[config.mk]
export PLATFORM = sky130hd
export DESIGN_NAME = smc_regs
export DESIGN_NICKNAME = d
export VERILOG_FILES = /design/src/smc_pkg.sv /design/src/smc_edge_sync.sv /design/src/smc_regs.sv
export SDC_FILE = /design/constraint.sdc
export NUM_CORES = 1
export LEC_CHECK = 0
export BUFFER_PORTS_ARGS = -buffer_cell sky130_fd_sc_hd__buf_2
export CAP_MARGIN = 20
export CELL_PAD_IN_SITES_DETAIL_PLACEMENT = 2
export CELL_PAD_IN_SITES_GLOBAL_PLACEMENT = 2
export CORE_UTILIZATION = 34
export DETAILED_ROUTE_END_ITERATION = 16
export PLACE_DENSITY_LB_ADDON = 0.1
export RECOVER_POWER = 100
export SLEW_MARGIN = 20
export SYNTH_ARGS = -nofsm -noshare
export SYNTH_HDL_FRONTEND = slang
export SYNTH_SLANG_ARGS = --single-unit
[constraint.sdc]
create_clock -name REF_CLK -period 5.2 [get_ports REF_CLK]
set_input_delay 0.52 -clock REF_CLK [delete_from_list [all_inputs] [get_ports REF_CLK]]
set_output_delay 0.52 -clock REF_CLK [all_outputs]
set_load 0.02 [all_outputs]
[src/smc_pkg.sv]
// package: register map, field positions and reset values for the supply monitor and comparator
// How it works
// [RULE1] supply-low flag sets when supply drops
// [RULE2] write one clears flag once supply high
// [RULE3] clear allowed same cycle supply returns high
// [RULE4] bit 3 reads live supply comparator state; reads 1 while the supply watch is disabled
// [RULE5] bit 2 picks trip threshold level
// [RULE6] bit 1 enables the supply watch circuit
// [RULE7] supply-low flag offered as interrupt source
// [RULE8] control bit 10 enables the comparator
// [RULE9] bits 9:8 select negative input
// [RULE10] bits 7:6 route comparator output
// [RULE11] bit 5 inverts comparator output polarity
// [RULE12] bits 4:3 select response speed
// [RULE13] bit 2 enables input hysteresis
// [RULE14] rising edge sets sticky flag, write-one clears
// [RULE15] falling edge sets sticky flag, write-one clears
// [RULE16] result feeds irq, logic array, adc, pin
// [RULE17] key 0x9A, config write, key 0x0C sequence
// [RULE18] flags update only when enabled, inputs synchronised
`default_nettype none
package smc_pkg;
    localparam logic [31:0] SUPPLY_MONITOR_CONTROL_ADDR = 32'hFFFF0440;
    localparam logic [31:0] COMPARATOR_CONTROL_ADDR     = 32'hFFFF0444;
    localparam logic [31:0] DAC_BUFFER_KEY_FIRST_ADDR   = 32'hFFFF0650;
    localparam logic [31:0] DAC_BUFFER_CONFIG_ADDR      = 32'hFFFF0654;
    localparam logic [31:0] DAC_BUFFER_KEY_SECOND_ADDR  = 32'hFFFF0658;
    localparam logic [15:0] SUPPLY_MONITOR_RESET        = 16'h0008;
    localparam logic [15:0] COMPARATOR_RESET            = 16'h0000;
    localparam logic [7:0]  DAC_BUFFER_CONFIG_RESET     = 8'h00;
    localparam logic [7:0]  DAC_KEY_FIRST_CODE          = 8'h9A;
    localparam logic [7:0]  DAC_KEY_SECOND_CODE         = 8'h0C;
    localparam logic [3:0]  DAC_BUFFER_CONFIG_MASK      = 4'hF;
    // supply monitor fields
    localparam int SM_FLAG_BIT    = 0;
    localparam int SM_ENABLE_BIT  = 1;
    localparam int SM_TRIP_BIT    = 2;
    localparam int SM_STATE_BIT   = 3;
    // comparator fields
    localparam int CMP_FALL_BIT   = 0;
    localparam int CMP_RISE_BIT   = 1;
    localparam int CMP_HYST_BIT   = 2;
    localparam int CMP_RESP_LO    = 3;
    localparam int CMP_RESP_HI    = 4;
    localparam int CMP_POL_BIT    = 5;
    localparam int CMP_ROUTE_LO   = 6;
    localparam int CMP_ROUTE_HI   = 7;
    localparam int CMP_NEG_LO     = 8;
    localparam int CMP_NEG_HI     = 9;
    localparam int CMP_ENABLE_BIT = 10;
    localparam logic [1:0] ROUTE_TO_PIN = 2'b10;
    localparam logic [1:0] ROUTE_TO_IRQ = 2'b11;
    localparam logic [1:0] HTRANS_IDLE  = 2'b00;
    localparam logic [1:0] HTRANS_NONSEQ = 2'b10;
    localparam logic [1:0] HTRANS_SEQ   = 2'b11;

    typedef enum logic [1:0] {
        KEY_IDLE    = 2'b00,
        KEY_ARMED   = 2'b01,
        KEY_WRITTEN = 2'b10
    } smc_key_state_t;
endpackage : smc_pkg
`default_nettype wire

[src/smc_edge_sync.sv]
// two-flop synchroniser with rise and fall detection, gated by an enable
`timescale 1ns/100ps
`default_nettype none
module smc_edge_sync (
    input  wire logic clk,
    input  wire logic rst_n,
    input  wire logic async_in,
    input  wire logic enable,
    output logic      level,
    output logic      rise,
    output logic      fall
);
    logic meta_q;
    logic sync_q;
    logic last_q;

    always_ff @(posedge clk or negedge rst_n) begin
        if (!rst_n) begin
            meta_q <= 1'b1;
            sync_q <= 1'b1;
        end else begin
            meta_q <= async_in; // RULE18
            sync_q <= meta_q;
        end
    end

    // the history follows the input even while disabled so enabling never fakes an edge
    always_ff @(posedge clk or negedge rst_n) begin
        if (!rst_n) begin
            last_q <= 1'b1;
        end else begin
            last_q <= sync_q;
        end
    end

    assign level = sync_q;
    assign rise  = enable & sync_q & ~last_q; // RULE18
    assign fall  = enable & ~sync_q & last_q; // RULE18
endmodule : smc_edge_sync
`default_nettype wire

[src/smc_regs.sv]
// register bank for supply watch, comparator control and dac buffer key guard
`timescale 1ns/100ps
`default_nettype none
module smc_regs (
    input  wire logic        REF_CLK,
    input  wire logic        RSTN,
    // ahb-lite slave
    input  wire logic        HSEL,
    input  wire logic [31:0] HADDR,
    input  wire logic [1:0]  HTRANS,
    input  wire logic        HWRITE,
    input  wire logic [2:0]  HSIZE,
    input  wire logic [31:0] HWDATA,
    input  wire logic        HREADY,
    output logic [31:0]      HRDATA,
    output logic             HREADYOUT,
    output logic             HRESP,
    // analog supply watch
    input  wire logic        SUPPLY_ABOVE_TRIP_STATE,
    output logic             SUPPLY_WATCH_ENABLE,
    output logic             TRIP_LEVEL_SELECT,
    output logic             SUPPLY_LOW_IRQ,
    // analog comparator
    input  wire logic        COMPARATOR_RAW,
    output logic             COMPARATOR_ENABLE,
    output logic [1:0]       NEGATIVE_INPUT_SELECT,
    output logic [1:0]       RESPONSE_SPEED_SELECT,
    output logic             HYSTERESIS_ENABLE,
    output logic             COMPARATOR_RESULT_PIN,
    output logic             COMPARATOR_IRQ,
    output logic             COMPARATOR_TO_LOGIC_ARRAY,
    output logic             COMPARATOR_ADC_TRIGGER,
    // dac buffer op amp mode
    output logic [3:0]       DAC_BUFFER_CONFIG
);
    logic        wr_pend_q;
    logic        rd_pend_q;
    logic [31:0] addr_q;
    logic [15:0] wdata;
    logic        sm_wr;
    logic        cmp_wr;
    logic        key1_wr;
    logic        cfg_wr;
    logic        key2_wr;

    logic        sm_enable_q;
    logic        sm_trip_q;
    logic        sm_flag_q;
    logic        cmp_enable_q;
    logic [1:0]  cmp_neg_q;
    logic [1:0]  cmp_route_q;
    logic        cmp_pol_q;
    logic [1:0]  cmp_resp_q;
    logic        cmp_hyst_q;
    logic        cmp_rise_q;
    logic        cmp_fall_q;
    logic [3:0]  dac_cfg_q;
    logic [3:0]  dac_cfg_shadow_q;
    logic        cmp_out_q;
    smc_pkg::smc_key_state_t key_state_q;

    logic        supply_level;
    logic        supply_fall;
    logic        cmp_level;
    logic        cmp_rise;
    logic        cmp_fall;
    logic        cmp_result;

    // a transfer is taken when the slave is selected, the bus is ready and HTRANS is NONSEQ or SEQ
    function automatic logic is_active(input logic [1:0] trans);
        is_active = (trans == smc_pkg::HTRANS_NONSEQ) || (trans == smc_pkg::HTRANS_SEQ);
    endfunction : is_active

    // zero wait states: every data phase completes in one cycle, always okay
    assign HREADYOUT = 1'b1;
    assign HRESP     = 1'b0;

    always_ff @(posedge REF_CLK or negedge RSTN) begin
        if (!RSTN) begin
            wr_pend_q <= 1'b0;
            rd_pend_q <= 1'b0;
            addr_q    <= 32'h00000000;
        end else if (HREADY) begin
            wr_pend_q <= HSEL & is_active(HTRANS) & HWRITE;
            rd_pend_q <= HSEL & is_active(HTRANS) & ~HWRITE;
            addr_q    <= HADDR;
        end
    end

    assign wdata = HWDATA[15:0];

    // data-phase write strobes, decoded from the held address
    always_comb begin
        sm_wr   = 1'b0;
        cmp_wr  = 1'b0;
        key1_wr = 1'b0;
        cfg_wr  = 1'b0;
        key2_wr = 1'b0;
        if (wr_pend_q && addr_q == smc_pkg::SUPPLY_MONITOR_CONTROL_ADDR) begin
            sm_wr = 1'b1;
        end else if (wr_pend_q && addr_q == smc_pkg::COMPARATOR_CONTROL_ADDR) begin
            cmp_wr = 1'b1;
        end else if (wr_pend_q && addr_q == smc_pkg::DAC_BUFFER_KEY_FIRST_ADDR) begin
            key1_wr = 1'b1;
        end else if (wr_pend_q && addr_q == smc_pkg::DAC_BUFFER_CONFIG_ADDR) begin
            cfg_wr = 1'b1;
        end else if (wr_pend_q && addr_q == smc_pkg::DAC_BUFFER_KEY_SECOND_ADDR) begin
            key2_wr = 1'b1;
        end
    end

    smc_edge_sync u_supply_sync (
        .clk      (REF_CLK),
        .rst_n    (RSTN),
        .async_in (SUPPLY_ABOVE_TRIP_STATE),
        .enable   (sm_enable_q),
        .level    (supply_level),
        .rise     (),
        .fall     (supply_fall)
    );

    smc_edge_sync u_cmp_sync (
        .clk      (REF_CLK),
        .rst_n    (RSTN),
        .async_in (COMPARATOR_RAW),
        .enable   (cmp_enable_q),
        .level    (cmp_level),
        .rise     (cmp_rise),
        .fall     (cmp_fall)
    );

    // supply watch configuration
    always_ff @(posedge REF_CLK or negedge RSTN) begin
        if (!RSTN) begin
            sm_enable_q <= smc_pkg::SUPPLY_MONITOR_RESET[smc_pkg::SM_ENABLE_BIT];
            sm_trip_q   <= smc_pkg::SUPPLY_MONITOR_RESET[smc_pkg::SM_TRIP_BIT];
        end else if (sm_wr) begin
            sm_enable_q <= wdata[smc_pkg::SM_ENABLE_BIT]; // RULE6
            sm_trip_q   <= wdata[smc_pkg::SM_TRIP_BIT]; // RULE5
        end
    end

    // supply-low flag: set wins over a clear in the same cycle
    always_ff @(posedge REF_CLK or negedge RSTN) begin
        if (!RSTN) begin
            sm_flag_q <= smc_pkg::SUPPLY_MONITOR_RESET[smc_pkg::SM_FLAG_BIT];
        end else if (supply_fall) begin
            sm_flag_q <= 1'b1; // RULE1
        end else if (sm_wr && wdata[smc_pkg::SM_FLAG_BIT] && supply_level) begin
            sm_flag_q <= 1'b0; // RULE2 RULE3
        end
    end

    // comparator configuration
    always_ff @(posedge REF_CLK or negedge RSTN) begin
        if (!RSTN) begin
            cmp_enable_q <= smc_pkg::COMPARATOR_RESET[smc_pkg::CMP_ENABLE_BIT];
            cmp_neg_q    <= smc_pkg::COMPARATOR_RESET[smc_pkg::CMP_NEG_HI:smc_pkg::CMP_NEG_LO];
            cmp_route_q  <= smc_pkg::COMPARATOR_RESET[smc_pkg::CMP_ROUTE_HI:smc_pkg::CMP_ROUTE_LO];
            cmp_pol_q    <= smc_pkg::COMPARATOR_RESET[smc_pkg::CMP_POL_BIT];
            cmp_resp_q   <= smc_pkg::COMPARATOR_RESET[smc_pkg::CMP_RESP_HI:smc_pkg::CMP_RESP_LO];
            cmp_hyst_q   <= smc_pkg::COMPARATOR_RESET[smc_pkg::CMP_HYST_BIT];
        end else if (cmp_wr) begin
            cmp_enable_q <= wdata[smc_pkg::CMP_ENABLE_BIT]; // RULE8
            cmp_neg_q    <= wdata[smc_pkg::CMP_NEG_HI:smc_pkg::CMP_NEG_LO]; // RULE9
            cmp_route_q  <= wdata[smc_pkg::CMP_ROUTE_HI:smc_pkg::CMP_ROUTE_LO]; // RULE10
            cmp_pol_q    <= wdata[smc_pkg::CMP_POL_BIT]; // RULE11
            cmp_resp_q   <= wdata[smc_pkg::CMP_RESP_HI:smc_pkg::CMP_RESP_LO]; // RULE12
            cmp_hyst_q   <= wdata[smc_pkg::CMP_HYST_BIT]; // RULE13
        end
    end

    // edge flags follow the raw comparison, before polarity
    always_ff @(posedge REF_CLK or negedge RSTN) begin
        if (!RSTN) begin
            cmp_rise_q <= smc_pkg::COMPARATOR_RESET[smc_pkg::CMP_RISE_BIT];
        end else if (cmp_rise) begin
            cmp_rise_q <= 1'b1; // RULE14
        end else if (cmp_wr && wdata[smc_pkg::CMP_RISE_BIT]) begin
            cmp_rise_q <= 1'b0; // RULE14
        end
    end

    always_ff @(posedge REF_CLK or negedge RSTN) begin
        if (!RSTN) begin
            cmp_fall_q <= smc_pkg::COMPARATOR_RESET[smc_pkg::CMP_FALL_BIT];
        end else if (cmp_fall) begin
            cmp_fall_q <= 1'b1; // RULE15
        end else if (cmp_wr && wdata[smc_pkg::CMP_FALL_BIT]) begin
            cmp_fall_q <= 1'b0; // RULE15
        end
    end

    // a disabled comparator presents a quiet low result
    assign cmp_result = cmp_enable_q & (cmp_level ^ cmp_pol_q); // RULE11

    always_ff @(posedge REF_CLK or negedge RSTN) begin
        if (!RSTN) begin
            cmp_out_q <= 1'b0;
        end else begin
            cmp_out_q <= cmp_result;
        end
    end

    // key sequence: key one, then config, then key two commits
    always_ff @(posedge REF_CLK or negedge RSTN) begin
        if (!RSTN) begin
            key_state_q      <= smc_pkg::KEY_IDLE;
            dac_cfg_shadow_q <= smc_pkg::DAC_BUFFER_CONFIG_RESET[3:0];
            dac_cfg_q        <= smc_pkg::DAC_BUFFER_CONFIG_RESET[3:0];
        end else if (wr_pend_q) begin
            case (key_state_q)
                smc_pkg::KEY_IDLE: begin
                    if (key1_wr && wdata[7:0] == smc_pkg::DAC_KEY_FIRST_CODE) begin
                        key_state_q <= smc_pkg::KEY_ARMED; // RULE17
                    end
                end
                smc_pkg::KEY_ARMED: begin
                    if (cfg_wr) begin
                        dac_cfg_shadow_q <= wdata[3:0] & smc_pkg::DAC_BUFFER_CONFIG_MASK;
                        key_state_q      <= smc_pkg::KEY_WRITTEN; // RULE17
                    end else begin
                        key_state_q <= smc_pkg::KEY_IDLE;
                    end
                end
                smc_pkg::KEY_WRITTEN: begin
                    if (key2_wr && wdata[7:0] == smc_pkg::DAC_KEY_SECOND_CODE) begin
                        dac_cfg_q <= dac_cfg_shadow_q; // RULE17
                    end
                    key_state_q <= smc_pkg::KEY_IDLE;
                end
                default: begin
                    key_state_q <= smc_pkg::KEY_IDLE;
                end
            endcase
        end
    end

    // read data registered at the address phase, so it stands in the data phase
    always_ff @(posedge REF_CLK or negedge RSTN) begin
        if (!RSTN) begin
            HRDATA <= 32'h00000000;
        end else if (HREADY && HSEL && is_active(HTRANS) && !HWRITE) begin
            if (HADDR == smc_pkg::SUPPLY_MONITOR_CONTROL_ADDR) begin
                HRDATA <= {28'h0000000, supply_level | ~sm_enable_q, // RULE4
                           sm_trip_q, sm_enable_q, sm_flag_q};
            end else if (HADDR == smc_pkg::COMPARATOR_CONTROL_ADDR) begin
                HRDATA <= {21'h000000, cmp_enable_q, cmp_neg_q, cmp_route_q,
                           cmp_pol_q, cmp_resp_q, cmp_hyst_q, cmp_rise_q, cmp_fall_q};
            end else if (HADDR == smc_pkg::DAC_BUFFER_CONFIG_ADDR) begin
                HRDATA <= {28'h0000000, dac_cfg_q};
            end else begin
                HRDATA <= 32'h00000000;
            end
        end
    end

    assign SUPPLY_WATCH_ENABLE       = sm_enable_q;
    assign TRIP_LEVEL_SELECT         = sm_trip_q;
    assign SUPPLY_LOW_IRQ            = sm_flag_q; // RULE7
    assign COMPARATOR_ENABLE         = cmp_enable_q;
    assign NEGATIVE_INPUT_SELECT     = cmp_neg_q;
    assign RESPONSE_SPEED_SELECT     = cmp_resp_q;
    assign HYSTERESIS_ENABLE         = cmp_hyst_q;
    assign COMPARATOR_RESULT_PIN     = cmp_out_q & (cmp_route_q == smc_pkg::ROUTE_TO_PIN); // RULE10 RULE16
    assign COMPARATOR_IRQ            = (cmp_route_q == smc_pkg::ROUTE_TO_IRQ) &
                                       (cmp_rise_q | cmp_fall_q); // RULE16
    assign COMPARATOR_TO_LOGIC_ARRAY = cmp_out_q; // RULE16
    assign COMPARATOR_ADC_TRIGGER    = cmp_out_q; // RULE16
    assign DAC_BUFFER_CONFIG         = dac_cfg_q;
endmodule : smc_regs
`default_nettype wire

==> results of run 1 <==
-- routing by layer --
layer	share of wire (%)	routed length, µm	GRT usage (%)
met1	45	4164	23.34
met2	48	4466	29.82
met3	5.4	495	5.475
met4	0.97	89	5.280
met5	0	0	0
-- final cells by class --
class,count,area [µm²]
repair buffers,80,364.1
fillers,1112,5881
multi-input cells,191,1388
well taps,133,166.4
clock inverters,4,48.80
clock buffers,12,155.1
flip-flops and latches,75,1884
inverters,6,22.52
-- cell usage after synthesis (2+ instances only) --
cell type,number
nand2b_1,4
buf_6,2
and4b_1,2
conb_1,2
mux2_2,37
nor4b_1,2
dfstp_2,6
mux2_4,13
or4_1,3
and2_1,2
nand2_1,26
nor2_1,6
nand4b_1,7
nor4_1,3
nor4bb_1,2
and3_1,2
and4_1,6
inv_1,6
nand3_1,5
nand4_1,8
o21ai_0,13
o22ai_1,2
clkbuf_1,5
a21o_1,2
a22o_1,5
o31ai_1,4
a31oi_1,2
dfrtp_1,69
buf_4,24
-- sequential cells by signal (all words and copies together), names as in the netlist, 2 cells and up --
register	flops
NEGATIVE_INPUT_SELECT	2
key_state_q	2
HRDATA	11
cmp_route_q	2
DAC_BUFFER_CONFIG	4
RESPONSE_SPEED_SELECT	2
addr_q	32
dac_cfg_shadow_q	4
-- metrics by stage --
stage,instance area [µm²],total power (W),std cells,hold slack [ns]
floorplan,3590,0.0007412,304,0.2244
global placement,3936,0.0007875,485,0.3464
detailed placement,3936,0.0007931,485,0.3488
CTS,4140,0.001264,501,0.2519
global route,4029,0.001291,501,0.2479
finish,4029,0.001242,501,0.2639
-- worst register-to-register path, cell delays in order (launching register included) --
cell,delay [ns]
dfrtp_1,0.39
nor4_1,0.44
nand3_1,0.24
nor4_1,0.91
mux2_2,0.42
-- power by group --
part / leakage, nW / internal, W / switching, W
combinational: 0.734 / 0.0000527 / 0.0000749
sequential: 0.902 / 0.000619 / 0.0000260
clock: 0.106 / 0.000247 / 0.000222
-- how the worst min path moves through the flow --
stage	start	endpoint	slack [ns]	depth (start not counted)
floorplan	RSTN	COMPARATOR_ADC_TRIGGER$_DFF_PN0_	0.22	0
global placement	u_cmp_sync.meta_q$_DFF_PN1_	u_cmp_sync.level$_DFF_PN1_	0.35	0
detailed placement	u_supply_sync.meta_q$_DFF_PN1_	u_supply_sync.level$_DFF_PN1_	0.35	0
CTS	SUPPLY_ABOVE_TRIP_STATE	u_supply_sync.meta_q$_DFF_PN1_	0.25	1
global route	SUPPLY_ABOVE_TRIP_STATE	u_supply_sync.meta_q$_DFF_PN1_	0.25	1
finish	COMPARATOR_RAW	u_cmp_sync.meta_q$_DFF_PN1_	0.26	1
-- kinds of logic after synthesis --
kind of cell              after synthesis
and+or+nand+nor                        88
DFF                                    75
muxes                                  50
buffers and inverters                  38
AOI/OAI and AO/OA                      29
other                                   2
xor gates and xnor gates                1
==> impl_metrics.py, run 1 <==
metrics = {
    "timing": {
        "finalSetupViolations": 0,
        "finClkSkew_ns": 0.01006,
        "finalCriticalPeriod_ns": 3.280,
        "setup_slack_ns": 1.920,
        "max_freq_mhz": 304.9,
        "slew_violations": 82,
        "setup_tns_ns": 0,
        "fin_crit_sh_pct": 63.08,
        "hold_viol": 0,
        "tightest_slew_ns": 2.406,
        "relSlewSlack_pct": -60.38,
        "rsz0062_at_grt": "false",
    },
    "global_route": {
        "grt_pass1_wl_um": 14930,
        "first_global_vias": 2702,
        "grt.overflow.total": 0,
        "antenna_found_initial": 0,
        "grt_start_max_net_pins": 44,
        "grt_use_total_pct": 18.26,
    },
    "clocking": {
        "ctsHtreeMaxLevel": 3,
        "clk_pin_slew_worst_paths_ns": 0.08,
        "cts_root_buf": "clkbuf_8",
        "clockBufferDepth": 2,
        "numCtsBuffers": 9,
        "cts_resized": 0,
        "cts_tree": "done",
        "cts_hold_buf": 0,
        "post_cts_buffers": 0,
        "cts.sinks": 75,
        "clk_latency_ns": 0.36,
    },
    "worst_hold_path": {
        "min_path_type": "in2reg",
    },
    "placement": {
        "place.gp.congestion": 0.7138,
        "port_buffers": 78,
        "pre_cts_ws_ns": 2.521,
        "hpwl_um": 6970,
    },
    "worst_setup_path": {
        "crit_arrival_ns": 3.53,
        "crit_family": "buffers and inverters",
        "critical_path_buf_inv_count": 2,
        "reg2reg_slack_ns": 2.68,
        "worstSetupPathType": "in2reg",
        "worst_path_max_delay_cell": "clkbuf_1",
        "reg2reg_depth": 4,
        "critical_path.max_stage_delay_ns": 1.43,
        "crit_fanout": 37,
        "cp_cell_sequence": "buf_2 > clkbuf_1 > nand4b_1 > o31ai_1",
        "cp-endpoint": "HRDATA[2]$_DFFE_PN0P_",
        "cp-end-kind": "flip-flop",
        "worst-path-stages": 4,
        "worst-endpoint-required_ns": 5.45,
        "start_kind": "primary input",
        "rr_endpoint": "DAC_BUFFER_CONFIG[0]$_DFFE_PN0P_",
        "rr_startpoint": "addr_q[13]$_DFFE_PN0P_",
        "startpoint": "HREADY",
    },
    "route": {
        "drtAntennaViolNets": 0,
        "drt-total-wl_um": 9216,
        "via_per_inst": 4.942,
        "via_count": 2476,
        "drt_iter0_markers": 75,
        "dr.pass1.iters": 4,
        "wire_per_inst_um": 18.40,
        "route.detailed.drc": 0,
    },
    "floorplanning": {
        "rows": 36,
        "initial_utilization_pct": 35.43,
        "ios": 127,
        "dieWidth_um": 103.6,
        "fp.dieArea_um2": 10740,
        "die_h_um": 103.6,
        "core_um2": 9910,
    },
    "logic_synthesis": {
        "synth_top_area_share_pct": 49.18,
        "synth-seq-area-share_pct": 53.67,
        "synthMuxAreaShare_pct": 17.43,
        "async_flop_share_pct": 100.0,
        "netlist_area_um2": 3511,
        "yosysWarnings": 0,
        "synth_area_leaders": "dfrtp_1 49%, mux2_2 12%, mux2_4 5.6%",
        "synthCells": 283,
        "synth-xor-area-share_pct": 0.2495,
        "ys_ff_latch": 75,
        "synth-compound-area-share_pct": 5.239,
        "synth_edf_count": 0,
        "synth-main-ff-cell": "dfrtp_1",
        "yosys.area_share.simple_pct": 16.14,
        "synth_top_family_by_area": "multiplexers",
        "synthAdderAreaFrac_pct": 0,
        "synth_area_leader_cell": "dfrtp_1",
        "synth_cell_type_count": 42,
        "syn_avg_cell_area_um2": 12.41,
    },
    "layout": {
        "layout_commonest_cell": "dfrtp_1",
        "post-route-util_pct": 40.66,
        "antenna_cells": 0,
        "syn2layout_area_growth_pct": 14.75,
        "nets": 439,
        "final_cell_mix": "69 x dfrtp_1, 48 x buf_2, 36 x mux2_2, 32 x clkbuf_1, 26 x nand2_1",
        "drive_above_1_share_pct": 29.08,
    },
    "flow_run": {
        "drv_cap": 2,
    },
    "pwr": {
        "ir_drop_uv": 128.2,
        "power_density_nw_per_um2": 308.2,
        "p_leak_nw": 1.742,
    },
    "status": {
        "status": "finished, violations left",
        "violations": "max-capacitance violations, max-slew violations",
    },
}
No activity file was read; power rests on OpenSTA's default activity.
==> run 2: changes to the inputs <==
--- a/config.mk
+++ b/config.mk
@@ -9,7 +9,7 @@
 export CAP_MARGIN = 20
 export CELL_PAD_IN_SITES_DETAIL_PLACEMENT = 2
 export CELL_PAD_IN_SITES_GLOBAL_PLACEMENT = 2
-export CORE_UTILIZATION = 34
+export CORE_UTILIZATION = 28
 export DETAILED_ROUTE_END_ITERATION = 16
 export PLACE_DENSITY_LB_ADDON = 0.1
 export RECOVER_POWER = 100
==> constraint.sdc (replaced) <==
create_clock -name REF_CLK -period 2.7 [get_ports REF_CLK]
set_input_delay 0.27 -clock REF_CLK [delete_from_list [all_inputs] [get_ports REF_CLK]]
set_output_delay 0.27 -clock REF_CLK [all_outputs]
set_load 0.02 [all_outputs]
==> run 2 against run 1 <==
  * The flow still finishes with violations (max-capacitance violations, max-slew violations)
  * Sequential power is 92% higher
  * Sequential cell count stayed put
  * First-iteration DRC count is 16% lower
  * Combinational power is 95% higher
  * Worst hold slack worse by 0.23 ns
  * Count of clock-buffer cells in the layout is 1 higher
  * Sequential share of layout area is 1.6 points lower
  * Register-to-register slack worse by 2.3 ns
  * Cell count is 7.6% higher
  * Critical path type is now reg2reg
  * Critical endpoint is now dac_cfg_shadow_q[0]$_DFFE_PN0P_
==> impl_metrics.py, run 2 (synthesis results as in run 1) <==
metrics = {
    "layout": {
        "drive_above_1_share_pct": 29.11,
        "nets": 442,
        "fin_cells": 539,
        "register_area_um2": 1884,
        "syn2layout_area_growth_pct": 18.78,
        "reg_top3": "addr_q x32, HRDATA x11",
        "nFillCells": 1327,
        "antenna_cells": 0,
        "multi_input_area_um2": 1398,
        "largest_register_ffs": 32,
        "post-route-util_pct": 34.43,
        "layout_commonest_cell": "dfrtp_1",
        "regMostFlops": "addr_q",
        "final_cell_mix": "69 x dfrtp_1, 47 x buf_2, 37 x mux2_2, 36 x clkbuf_1, 26 x nand2_1",
    },
    "worst_setup_path": {
        "start_kind": "flip-flop",
        "worst_path_max_delay_cell": "or4_1",
        "rr_startpoint": "addr_q[13]$_DFFE_PN0P_",
        "rr_endpoint": "dac_cfg_shadow_q[0]$_DFFE_PN0P_",
        "crit_arrival_ns": 2.54,
        "worstSetupPathType": "reg2reg",
        "cp_cell_sequence": "nor4_1 > nand4_1 > or4_1 > mux2_1",
        "cp-end-kind": "flip-flop",
        "reg2reg_depth": 4,
        "critical_path.max_stage_delay_ns": 0.68,
        "reg2reg_slack_ns": 0.37,
        "worst-endpoint-required_ns": 2.90,
        "crit_fanout": 5,
    },
    "pwr": {
        "power_density_nw_per_um2": 613.1,
        "ir_drop_uv": 311.4,
        "p_leak_nw": 1.783,
    },
    "floorplanning": {
        "fp.dieArea_um2": 12990,
        "ios": 127,
        "rows": 40,
        "die_h_um": 114.0,
        "core_um2": 12110,
        "dieWidth_um": 114.0,
        "initial_utilization_pct": 28.99,
    },
    "route": {
        "wire_per_inst_um": 17.55,
        "drt_iter0_markers": 63,
        "via_per_inst": 4.679,
        "drt-total-wl_um": 9460,
        "dr.pass1.iters": 4,
        "via_count": 2522,
        "drtAntennaViolNets": 0,
        "route.detailed.drc": 0,
    },
    "timing": {
        "max_freq_mhz": 429.1,
        "hold_viol": 0,
        "finClkSkew_ns": 0.006381,
        "finalSetupViolations": 0,
        "setup_tns_ns": 0,
        "slew_violations": 62,
        "relSlewSlack_pct": -31.36,
        "tightest_slew_ns": 1.970,
        "fin_crit_sh_pct": 86.31,
        "rsz0062_at_grt": "false",
        "finalCriticalPeriod_ns": 2.330,
    },
    "clocking": {
        "clk_pin_slew_worst_paths_ns": 0.06,
        "cts.sinks": 75,
        "cts_root_buf": "clkbuf_16",
        "post_cts_buffers": 0,
        "numCtsBuffers": 9,
        "cts_tree": "done",
        "cts_resized": 0,
        "clk_latency_ns": 0.33,
        "ctsHtreeMaxLevel": 3,
        "clockBufferDepth": 2,
    },
    "worst_hold_path": {
        "min_path_type": "in2reg",
        "min_to": "u_supply_sync.meta_q$_DFF_PN1_",
        "worstHoldStart": "SUPPLY_ABOVE_TRIP_STATE",
        "hold_depth": 1,
    },
    "global_route": {
        "grt_pass1_wl_um": 15420,
        "grt.overflow.total": 0,
        "grt_start_max_net_pins": 51,
        "first_global_vias": 2767,
        "grt_use_total_pct": 15.94,
        "antenna_found_initial": 0,
    },
    "placement": {
        "place.gp.congestion": 0.7390,
        "hpwl_um": 7110,
        "dp.cells": 522,
        "port_buffers": 78,
    },
    "flow_run": {
        "drv_cap": 2,
    },
    "status": {
        "violations": "max-capacitance violations, max-slew violations",
        "status": "finished, violations left",
    },
}
==> run 2: cell types whose count changed in the layout (fill, tap and decap cells not counted), moves of 2 or more <==
| cell | change |
|---|---|
| clkbuf_16 | +9 |
| clkbuf_1 | +4 |
| mux2_1 | -2 |
| clkbuf_8 | -11 |
==> run 2: how the worst max path moves through the flow <==
stage                                                  to  slack (ns)                    from  depth (start not counted)
after detailed placement            HRDATA[8]$_DFFE_PN0P_        0.46                HADDR[1]                          6
final                     dac_cfg_shadow_q[0]$_DFFE_PN0P_        0.37  addr_q[13]$_DFFE_PN0P_                          4
after global placement              HRDATA[6]$_DFFE_PN0P_        0.47                HADDR[1]                          6
after global routing      dac_cfg_shadow_q[0]$_DFFE_PN0P_        0.27  addr_q[13]$_DFFE_PN0P_                          4
after floorplan           dac_cfg_shadow_q[0]$_DFFE_PN0P_        0.86  addr_q[13]$_DFFE_PN0P_                          5
after CTS                 dac_cfg_shadow_q[0]$_DFFE_PN0P_        0.55  addr_q[13]$_DFFE_PN0P_                          4
==> run 2: cell type report <==
cell class	count	area share, %
inverter	6	0.5401
clock buffer	13	5.761
sequential	75	45.18
multi-input combinational	191	33.51
clock inverter	3	0.3600
timing repair buffer	83	9.601
tap	168	5.041
==> run 2: report_power, final <==
group,leakage [nW],switching (W),internal (W),total [W]
registers,0.902,0.0000483,0.00119,0.00124
logic,0.754,0.000145,0.000105,0.000250
clock network,0.127,0.000446,0.000619,0.00106
==> run 2: stage by stage <==
| step | hold slack, ns | setup slack, ns | cell area (µm²) | total power (W) |
|---|---|---|---|---|
| 6_report | 0.03698 | 0.3695 | 4170 | 0.002557 |
| 5_1_grt | 0.02532 | 0.2706 | 4170 | 0.002672 |
| 4_1_cts | 0.02670 | 0.5459 | 4273 | 0.002616 |
| 3_5_place_dp | 0.3272 | 0.4624 | 4008 | 0.001531 |
| 3_3_place_gp | 0.3244 | 0.4666 | 4008 | 0.001524 |
| 2_1_floorplan | -0.02559 | 0.8559 | 3590 | 0.001428 |
==> run 2: metal layers <==
| metal | GRT usage, % | share of wire (%) | vias to the layer above |
|---|---|---|---|
| met5 | 0 | 0 | - |
| met4 | 5.455 | 1.6 | 0 |
| met3 | 4.304 | 5.4 | 14 |
| met1 | 20.30 | 45 | 1288 |
| met2 | 26.10 | 48 | 72 |
| li1 | - | - | 1148 |
==> run 2: timing repair <==
action	in CTS	in global routing
hold buffers	1	0
endpoints found under the setup margin	0	0
hold endpoints to repair	22	0
==> run 2: critical path: cells and delay by family, from the launching register on <==
family | cells | cell delay, ns
AND/OR/NAND/NOR | 3 | 1.44
multiplexers | 1 | 0.38
flip-flops | 1 | 0.38
